`src/rtl/led_seq_pkg.sv`:
```
// Constants and carrier types for the front-panel status lamp sequencer
`default_nettype none
package led_seq_pkg;
  localparam int unsigned CLK_HZ          = 250_000_000;
  localparam int unsigned CHANNELS        = 8;
  localparam int unsigned ADDR_SHOW_MS    = 2000;
  localparam int unsigned ADDR_SHOW_CYC   = (CLK_HZ / 1000) * ADDR_SHOW_MS;
  localparam int unsigned STEP_MS_DEF     = 100;
  localparam int unsigned STEP_CYC_DEF    = (CLK_HZ / 1000) * STEP_MS_DEF;
  localparam int unsigned BLINK_MS_DEF    = 250;
  localparam int unsigned BLINK_CYC_DEF   = (CLK_HZ / 1000) * BLINK_MS_DEF;
  localparam int unsigned TIMER_W         = 32;
  localparam logic [2:0]  LAST_CH         = 3'h7;
  localparam logic [7:0]  ALL_OFF         = 8'h00;
  localparam logic [7:0]  ALL_ON          = 8'hFF;

  typedef enum logic {
    VARIANT_RELAY,
    VARIANT_ANALOG
  } variant_t;

  // Live per-channel conditions from the module's own I/O logic
  typedef struct packed {
    logic [7:0] active;
    logic [7:0] supv_fault;
    logic [7:0] drv_pos_fail;
    logic [7:0] drv_neg_fail;
    logic [7:0] misconfig;
    logic [7:0] low_alarm;
    logic [7:0] high_alarm;
    logic [7:0] out_of_range;
  } chan_status_t;

  typedef struct packed {
    logic       green;
    logic       yellow;
    logic [7:0] red;
    logic [7:0] amber;
  } lamps_t;
endpackage
`default_nettype wire

```
`src/rtl/blink_gen.sv`:
```
// Free-running square-wave blink source
`default_nettype none
module blink_gen #(
  parameter int unsigned HALF_CYC = 16
) (
  // Clock and reset
  input  wire logic clk_in,
  input  wire logic resetn_in,
  // Blink phase
  output logic      phase_out
);
  import led_seq_pkg::*;

  logic [TIMER_W-1:0] cnt_q, cnt_d;
  logic               phase_q, phase_d;

  always_comb begin
    cnt_d   = cnt_q + 32'h1;
    phase_d = phase_q;
    if (cnt_q >= TIMER_W'(HALF_CYC - 1)) begin
      cnt_d   = '0;
      phase_d = ~phase_q;
    end
  end

  always_ff @(posedge clk_in) begin
    if (!resetn_in) begin
      cnt_q   <= '0;
      phase_q <= 1'b0;
    end else begin
      cnt_q   <= cnt_d;
      phase_q <= phase_d;
    end
  end

  assign phase_out = phase_q;
endmodule
`default_nettype wire

```
`src/rtl/status_led_sequencer.sv`:
```
// Power-up lamp test, address display and run-time status lamp driver
`default_nettype none
// Function
// - On power-up light device green and device yellow before channel lamps.
// - Light red channel lamps one by one, channel 1 to 8, cumulative.
// - After red 8 lit, turn red lamps off one by one, 1 to 8.
// - Then run yellow channel lamps through the same on then off pattern.
// - Then show address: red lamp n lit when address switch n is on.
// - Hold the address display for two seconds.
// - At end of address display turn the device yellow lamp off.
// - Unconfigured: flash all channel yellows together; else show normal status.
// - Relay variant: supervised channel fault lights that channel's yellow and status.
// - Any failed positive or negative driver test lights yellow and status.
// - Device green lamp lit whenever powered; off while resetn_in is low.
// - Device yellow blinks once at power-up; steady when disabled or replace. The code has no replace input: steady only for dev_disabled_in.
// - Relay variant: red lamp steady on while channel circuit active.
// - Blink channel yellow on low power or channel misconfigured.
// - Analog variant: red blinks for low alarm, steady for high alarm.
// - Analog variant: yellow steady while channel input out of range.
module status_led_sequencer
  import led_seq_pkg::*;
#(
  parameter int unsigned STEP_CYC  = STEP_CYC_DEF,
  parameter int unsigned BLINK_CYC = BLINK_CYC_DEF,
  parameter int unsigned SHOW_CYC  = ADDR_SHOW_CYC
) (
  // Clock and reset
  input  wire logic                      clk_in,
  input  wire logic                      resetn_in,
  // Module variant and mode
  input  wire led_seq_pkg::variant_t     variant_in,
  input  wire logic                      configured_in,
  input  wire logic                      low_power_in,
  input  wire logic                      dev_disabled_in,
  // Channel conditions
  input  wire led_seq_pkg::chan_status_t chan_in,
  // Address switches from the panel
  input  wire logic [7:0]                addr_sw_in,
  // Lamps and status
  output led_seq_pkg::lamps_t            lamps_out,
  output logic [7:0]                     chan_fault_out,
  output logic                           powerup_done_out
);
  import led_seq_pkg::*;

  typedef enum logic [2:0] {
    ST_INIT,
    ST_RED_ON,
    ST_RED_OFF,
    ST_AMB_ON,
    ST_AMB_OFF,
    ST_ADDR,
    ST_RUN
  } state_t;

  // Address switches come from the panel: two-flop synchroniser
  logic [7:0] sw_meta_q, sw_sync_q;
  always_ff @(posedge clk_in) begin
    if (!resetn_in) begin
      sw_meta_q <= ALL_OFF;
      sw_sync_q <= ALL_OFF;
    end else begin
      sw_meta_q <= addr_sw_in;
      sw_sync_q <= sw_meta_q;
    end
  end

  logic blink;
  blink_gen #(
    .HALF_CYC (BLINK_CYC)
  ) u_blink (
    .clk_in    (clk_in),
    .resetn_in (resetn_in),
    .phase_out (blink)
  );

  // Thermometer mask of channels 0..idx
  function automatic logic [7:0] upto(input logic [2:0] idx);
    logic [7:0] m;
    m = ALL_OFF;
    for (int i = 0; i < CHANNELS; i++) begin
      m[i] = (3'(i) <= idx);
    end
    return m;
  endfunction

  state_t             st_q, st_d;
  logic [2:0]         ch_q, ch_d;
  logic [TIMER_W-1:0] tmr_q, tmr_d;
  logic [7:0]         addr_q, addr_d;
  logic               done_q, done_d;
  logic               tick;

  assign tick = (tmr_q == '0);

  always_comb begin
    st_d   = st_q;
    ch_d   = ch_q;
    tmr_d  = tick ? TIMER_W'(0) : tmr_q - 32'h1;
    addr_d = addr_q;
    done_d = done_q;
    case (st_q)
      ST_INIT: begin
        // Both device lamps show for one step before channels start
        if (tick) begin
          st_d  = ST_RED_ON;
          tmr_d = TIMER_W'(STEP_CYC - 1);
        end
      end
      ST_RED_ON, ST_RED_OFF, ST_AMB_ON, ST_AMB_OFF: begin
        if (tick) begin
          tmr_d = TIMER_W'(STEP_CYC - 1);
          ch_d  = ch_q + 3'h1;
          if (ch_q == LAST_CH) begin
            ch_d = 3'h0;
            case (st_q)
              ST_RED_ON:  st_d = ST_RED_OFF;
              ST_RED_OFF: st_d = ST_AMB_ON;
              ST_AMB_ON:  st_d = ST_AMB_OFF;
              default: begin
                st_d   = ST_ADDR;
                addr_d = sw_sync_q;
                tmr_d  = TIMER_W'(SHOW_CYC - 1);
              end
            endcase
          end
        end
      end
      ST_ADDR: begin
        if (tick) begin
          st_d   = ST_RUN;
          done_d = 1'b1;
        end
      end
      ST_RUN: begin
        tmr_d = '0;
      end
      default: begin
        st_d = ST_INIT;
      end
    endcase
  end

  always_ff @(posedge clk_in) begin
    if (!resetn_in) begin
      st_q   <= ST_INIT;
      ch_q   <= 3'h0;
      tmr_q  <= TIMER_W'(STEP_CYC - 1);
      addr_q <= ALL_OFF;
      done_q <= 1'b0;
    end else begin
      st_q   <= st_d;
      ch_q   <= ch_d;
      tmr_q  <= tmr_d;
      addr_q <= addr_d;
      done_q <= done_d;
    end
  end

  // Lamp computation, registered so outputs come from flops
  lamps_t     lamps_q, lamps_d;
  logic [7:0] fault_q, fault_d;
  logic [7:0] drv_fail, hw_fault;

  assign drv_fail = chan_in.drv_pos_fail | chan_in.drv_neg_fail;
  assign hw_fault = drv_fail |
                    ((variant_in == VARIANT_RELAY) ? chan_in.supv_fault : ALL_OFF);

  always_comb begin
    lamps_d.green  = 1'b1;
    lamps_d.yellow = 1'b1;
    lamps_d.red    = ALL_OFF;
    lamps_d.amber  = ALL_OFF;
    fault_d        = hw_fault;
    case (st_q)
      ST_INIT:    lamps_d.red = ALL_OFF;
      ST_RED_ON:  lamps_d.red = upto(ch_q);
      ST_RED_OFF: lamps_d.red = ~upto(ch_q);
      ST_AMB_ON:  lamps_d.amber = upto(ch_q);
      ST_AMB_OFF: lamps_d.amber = ~upto(ch_q);
      ST_ADDR:    lamps_d.red = addr_q;
      ST_RUN: begin
        lamps_d.yellow = dev_disabled_in;
        if (!configured_in) begin
          lamps_d.amber = blink ? ALL_ON : ALL_OFF;
        end else begin
          // Steady faults outrank the blinking advisories
          for (int i = 0; i < CHANNELS; i++) begin
            if (hw_fault[i]) begin
              lamps_d.amber[i] = 1'b1;
            end else if (variant_in == VARIANT_ANALOG && chan_in.out_of_range[i]) begin
              lamps_d.amber[i] = 1'b1;
            end else if (low_power_in || chan_in.misconfig[i]) begin
              lamps_d.amber[i] = blink;
            end
            if (variant_in == VARIANT_RELAY) begin
              lamps_d.red[i] = chan_in.active[i];
            end else if (chan_in.high_alarm[i]) begin
              lamps_d.red[i] = 1'b1;
            end else begin
              lamps_d.red[i] = chan_in.low_alarm[i] & blink;
            end
          end
        end
      end
      default: lamps_d.yellow = 1'b1;
    endcase
  end

  always_ff @(posedge clk_in) begin
    if (!resetn_in) begin
      lamps_q <= '0;
      fault_q <= ALL_OFF;
    end else begin
      lamps_q <= lamps_d;
      fault_q <= fault_d;
    end
  end

  assign lamps_out        = lamps_q;
  assign chan_fault_out   = fault_q;
  assign powerup_done_out = done_q;
endmodule
`default_nettype wire

```
`config.mk`:
```
export PLATFORM = sky130hd
export DESIGN_NAME = status_led_sequencer
export DESIGN_NICKNAME = d
export VERILOG_FILES = /design/src/rtl/led_seq_pkg.sv /design/src/rtl/blink_gen.sv /design/src/rtl/status_led_sequencer.sv
export SDC_FILE = /design/constraint.sdc
export NUM_CORES = 1
export LEC_CHECK = 0
export ABC_AREA = 1
export CAP_MARGIN = 10
export CORE_ASPECT_RATIO = 1.75
export CORE_UTILIZATION = 55
export CTS_BUF_LIST = sky130_fd_sc_hd__clkbuf_2 sky130_fd_sc_hd__clkbuf_4 sky130_fd_sc_hd__clkbuf_8
export CTS_CLUSTER_DIAMETER = 30
export CTS_CLUSTER_SIZE = 25
export DETAILED_ROUTE_END_ITERATION = 8
export DONT_BUFFER_PORTS = 1
export GPL_ROUTABILITY_DRIVEN = 0
export MAX_ROUTING_LAYER = met4
export PLACE_DENSITY = 0.78
export SYNTH_ARGS = -nofsm -noshare
export SYNTH_HDL_FRONTEND = slang
export SYNTH_SLANG_ARGS = --single-unit
```
`constraint.sdc`:
```
create_clock -name clk_in -period 2 [get_ports clk_in]
set_clock_uncertainty 0.05 [all_clocks]
set_input_delay 0.4 -clock clk_in [delete_from_list [all_inputs] [get_ports clk_in]]
set_output_delay 0.4 -clock clk_in [all_outputs]
set_load 0.05 [all_outputs]
```
==> results_dict.tcl <==
set metrics [dict create \
    synth.yosys.seq_area_share_pct 41.0 \
    avgSynthCellArea_um2 6.89 \
    clk_network_pwr_share_pct 46.7 \
    placeableCoreArea_um2 10400 \
    critical_path_class "flip-flop to flip-flop" \
    netlist.area_leader.share_pct 41.0 \
    floorplan.die_area_um2 11300 \
    synth_flop_cell "sky130_fd_sc_hd__dfxtp_1" \
    globalRoute.totalOverflow 0 \
    final_design_area_no_fill_um2 6690 \
    hp-class "input port to flip-flop" \
    yosysUniqueCellTypes 41 \
    fin_tns_setup_ps 0 \
    non_filler_instance_count_after_layout 1033 \
    placementRows 49 \
    n_fill_cell 961 \
    internal_power_w 0.00383 \
    timing.critical_path.to_type "flip-flop" \
    power_density_nw_per_um2 751 \
    drt-total-wl_um 16000 \
    critical_path_arrival_ps 2120 \
    dieHeight_um 140 \
    drive_above_1_share_pct 8.96 \
    p_switching_w 0.00119 \
    cellLeakagePower_nw 2.85 \
    register_bit_count_reported_by_yosys 122 \
    initial_utilization_pct 57.2 \
    yosysWarningCount 0 \
    synth-edff-count 0 \
    synth_most_common_cell "sky130_fd_sc_hd__nand2_1" \
    vias 5632 \
    final_antenna_net_count 0 \
    dr.pass1.iters 5 \
    hpwlAfterDp_um 11800 \
    post_synth_inst_count 865 \
    cts.reportedPaths.clkPinSlew_ps 70 \
    finalSetupViolations 0 \
    synth_area_leaders "sky130_fd_sc_hd__dfxtp_1, sky130_fd_sc_hd__nand2_1, sky130_fd_sc_hd__nor2_1" \
    worst-path-max-fanout 9 \
    cts_inserted_buffers 17 \
    report.final.hold_viol_count 0 \
    max_slew_margin_pct 61.5 \
    grt_setup_unrepaired "no" \
    antenna_found_initial 2 \
    root_buffer "sky130_fd_sc_hd__clkbuf_8" \
    synth_largest_area_cell "sky130_fd_sc_hd__dfxtp_1" \
    drtIter0Drc 268 \
    area_growth_syn_to_layout_pct 12.3 \
    ioPinCount 105 \
    place_area_um2 6150 \
    worst_pin_slew_ps 573 \
    switching_share_pct 23.7 \
    netlist_top_cells_count "sky130_fd_sc_hd__nand2_1, sky130_fd_sc_hd__nor2_1, sky130_fd_sc_hd__dfxtp_1" \
    cap_violations 0 \
    post_layout_net_count 975 \
    final_period_demand_of_the_worst_path_ps 1850 \
    die_x_um 80.7 \
    maximum_number_of_pins_on_one_net_before_global_route_repair 31 \
    first_pass_grt_wire_length_um 25000 \
    worst_skew_pair.late_latency_ps 450 \
    maximum_root_to_sink_buffer_count 2 \
    startpoint_type "flip-flop" \
    final_worst_path_period_share_pct 92.3 \
    whs_path_depth 2 \
    vias_per_cell 5.45 \
    required_ps 2270 \
    max-vdd-ir-drop_v 0.000643 \
    detail_route.drc_violations 0 \
    h_tree_levels 4 \
    tritoncts_num_sinks 122 \
    maxClockFrequency_mhz 542 \
    mappedNetlistArea_um2 5960 \
    power.share.sequential_pct 50.5 \
    status "finished clean" \
    postCtsSetupBuffers 0 \
    power.share.combinational_pct 2.8 \
    timing.reg2reg.worst_path_depth 9 \
    io_buffers 0 \
    final_max_slew_viol_count 0 \
    routed_length_per_instance_um 15.5 \
    cts_tree "done" \
    synth_async_sr_flop_share_pct 0 \
    grt_usage_pct 30.7 \
    placed_cells 991 \
    number_of_global_route_vias_before_repair 5347 \
]
[metal layers]
metal,wire length [µm],up-vias,GRT usage (%),part of all wire (%)
met5,0,-,-,0
met4,813,0,18.2,5.1
met3,954,71,7.61,6.0
li1,-,2795,-,-
met2,8700,229,54.4,54
met1,5540,2537,28.7,35
[layout make-up]
type                    instances  area, µm²  area share, %
clock buffers                  19        262           3.91
multi-input cells             631       3080           46.1
inverters                      97        364           5.44
repair buffers                 22        208           3.11
flip-flops and latches        122       2440           36.5
clock inverters                13        168           2.51
diodes                          2       5.00         0.0748
well taps                     127        159           2.38
[placed cells by master, fill, tap and decap left out, types with 7 or more instances in the layout]
| master | count |
|---|---|
| sky130_fd_sc_hd__a211oi_1 | 10 |
| sky130_fd_sc_hd__a21oi_1 | 50 |
| sky130_fd_sc_hd__buf_4 | 13 |
| sky130_fd_sc_hd__clkbuf_8 | 19 |
| sky130_fd_sc_hd__dfxtp_1 | 122 |
| sky130_fd_sc_hd__dlygate4sd3_1 | 7 |
| sky130_fd_sc_hd__inv_1 | 92 |
| sky130_fd_sc_hd__nand2_1 | 207 |
| sky130_fd_sc_hd__nand3_1 | 42 |
| sky130_fd_sc_hd__nand4_1 | 13 |
| sky130_fd_sc_hd__nor2_1 | 156 |
| sky130_fd_sc_hd__nor2_2 | 11 |
| sky130_fd_sc_hd__nor3_1 | 18 |
| sky130_fd_sc_hd__o21ai_0 | 37 |
| sky130_fd_sc_hd__xnor2_1 | 14 |
| sky130_fd_sc_hd__xor2_1 | 17 |
[worst paths after layout]
path | start | to | slack, ps
hold / removal | addr_sw_in[5] | sw_meta_q[5]$_SDFF_PN0_ | 10
setup / recovery | tmr_q[0]$_SDFF_PN1_ | ch_q[0]$_SDFFE_PN0P_ | 150
setup reg to reg | tmr_q[0]$_SDFF_PN1_ | ch_q[0]$_SDFFE_PN0P_ | 150
hold reg to reg | sw_meta_q[4]$_SDFF_PN0_ | sw_sync_q[4]$_SDFF_PN0_ | 370
[registers in the layout, indices dropped and copies added, names as in the netlist, 3 cells and up]
name	cells
u_blink.cnt_q	32
st_q	3
chan_fault_out	8
tmr_q	32
sw_meta_q	8
sw_sync_q	8
addr_q	8
lamps_out	18
ch_q	3
[per-stage QoR]
step | setup slack, ps | power, W | hold WS, ps | util [%]
after detailed placement | 11.1 | 0.00271 | 352 | 59.0
final | 155 | 0.00502 | 14.8 | 64.2
after floorplan | 349 | 0.00269 | 340 | -
after global placement | 46.3 | 0.00270 | 345 | 59.0
after global routing | 13.7 | 0.00517 | 5.67 | 64.2
after CTS | 51.1 | 0.00504 | 0.865 | 64.1
[critical path, cell delays in order, from the launching register on]
cell                      delay [ps]
sky130_fd_sc_hd__dfxtp_1         310
sky130_fd_sc_hd__inv_1            80
sky130_fd_sc_hd__ha_1            240
sky130_fd_sc_hd__nand2_4         110
sky130_fd_sc_hd__nor2_4          170
sky130_fd_sc_hd__nand2_1          80
sky130_fd_sc_hd__nor2_2          370
sky130_fd_sc_hd__nand2_1         170
sky130_fd_sc_hd__nand2_1          90
sky130_fd_sc_hd__a21oi_1          60
[what timing repair did]
item	in CTS	in global routing
pin swaps	0	0
gates resized for setup	1	2
hold buffers	8	0
endpoints found under the hold margin	30	0
setup endpoints to repair	2	5
[power by group through the flow]
stage	clock network, W	registers, W	logic (W)
finish	0.00234	0.00254	0.000141
global placement	0	0.00259	0.000110
floorplan	0	0.00258	0.000110
CTS	0.00237	0.00254	0.000140
detailed placement	0	0.00259	0.000112
global route	0.00247	0.00254	0.000159
[cells by family (layout without fill, tap and decap cells)]
| group | Yosys count | after routing | synth area share [%] |
|---|---|---|---|
| XOR/XNOR | 31 | 31 | 4.56 |
| AO/OA/AOI/OAI | 114 | 114 | 10.5 |
| AND/OR/NAND/NOR | 474 | 474 | 34.8 |
| other | 1 | 8 | 0.0630 |
| adder cells (fa/ha/maj) | 6 | 6 | 1.26 |
| buffers and inverters | 117 | 151 | 7.83 |
| flip-flops | 122 | 122 | 41.0 |
Power figures use the tool's default switching activity.
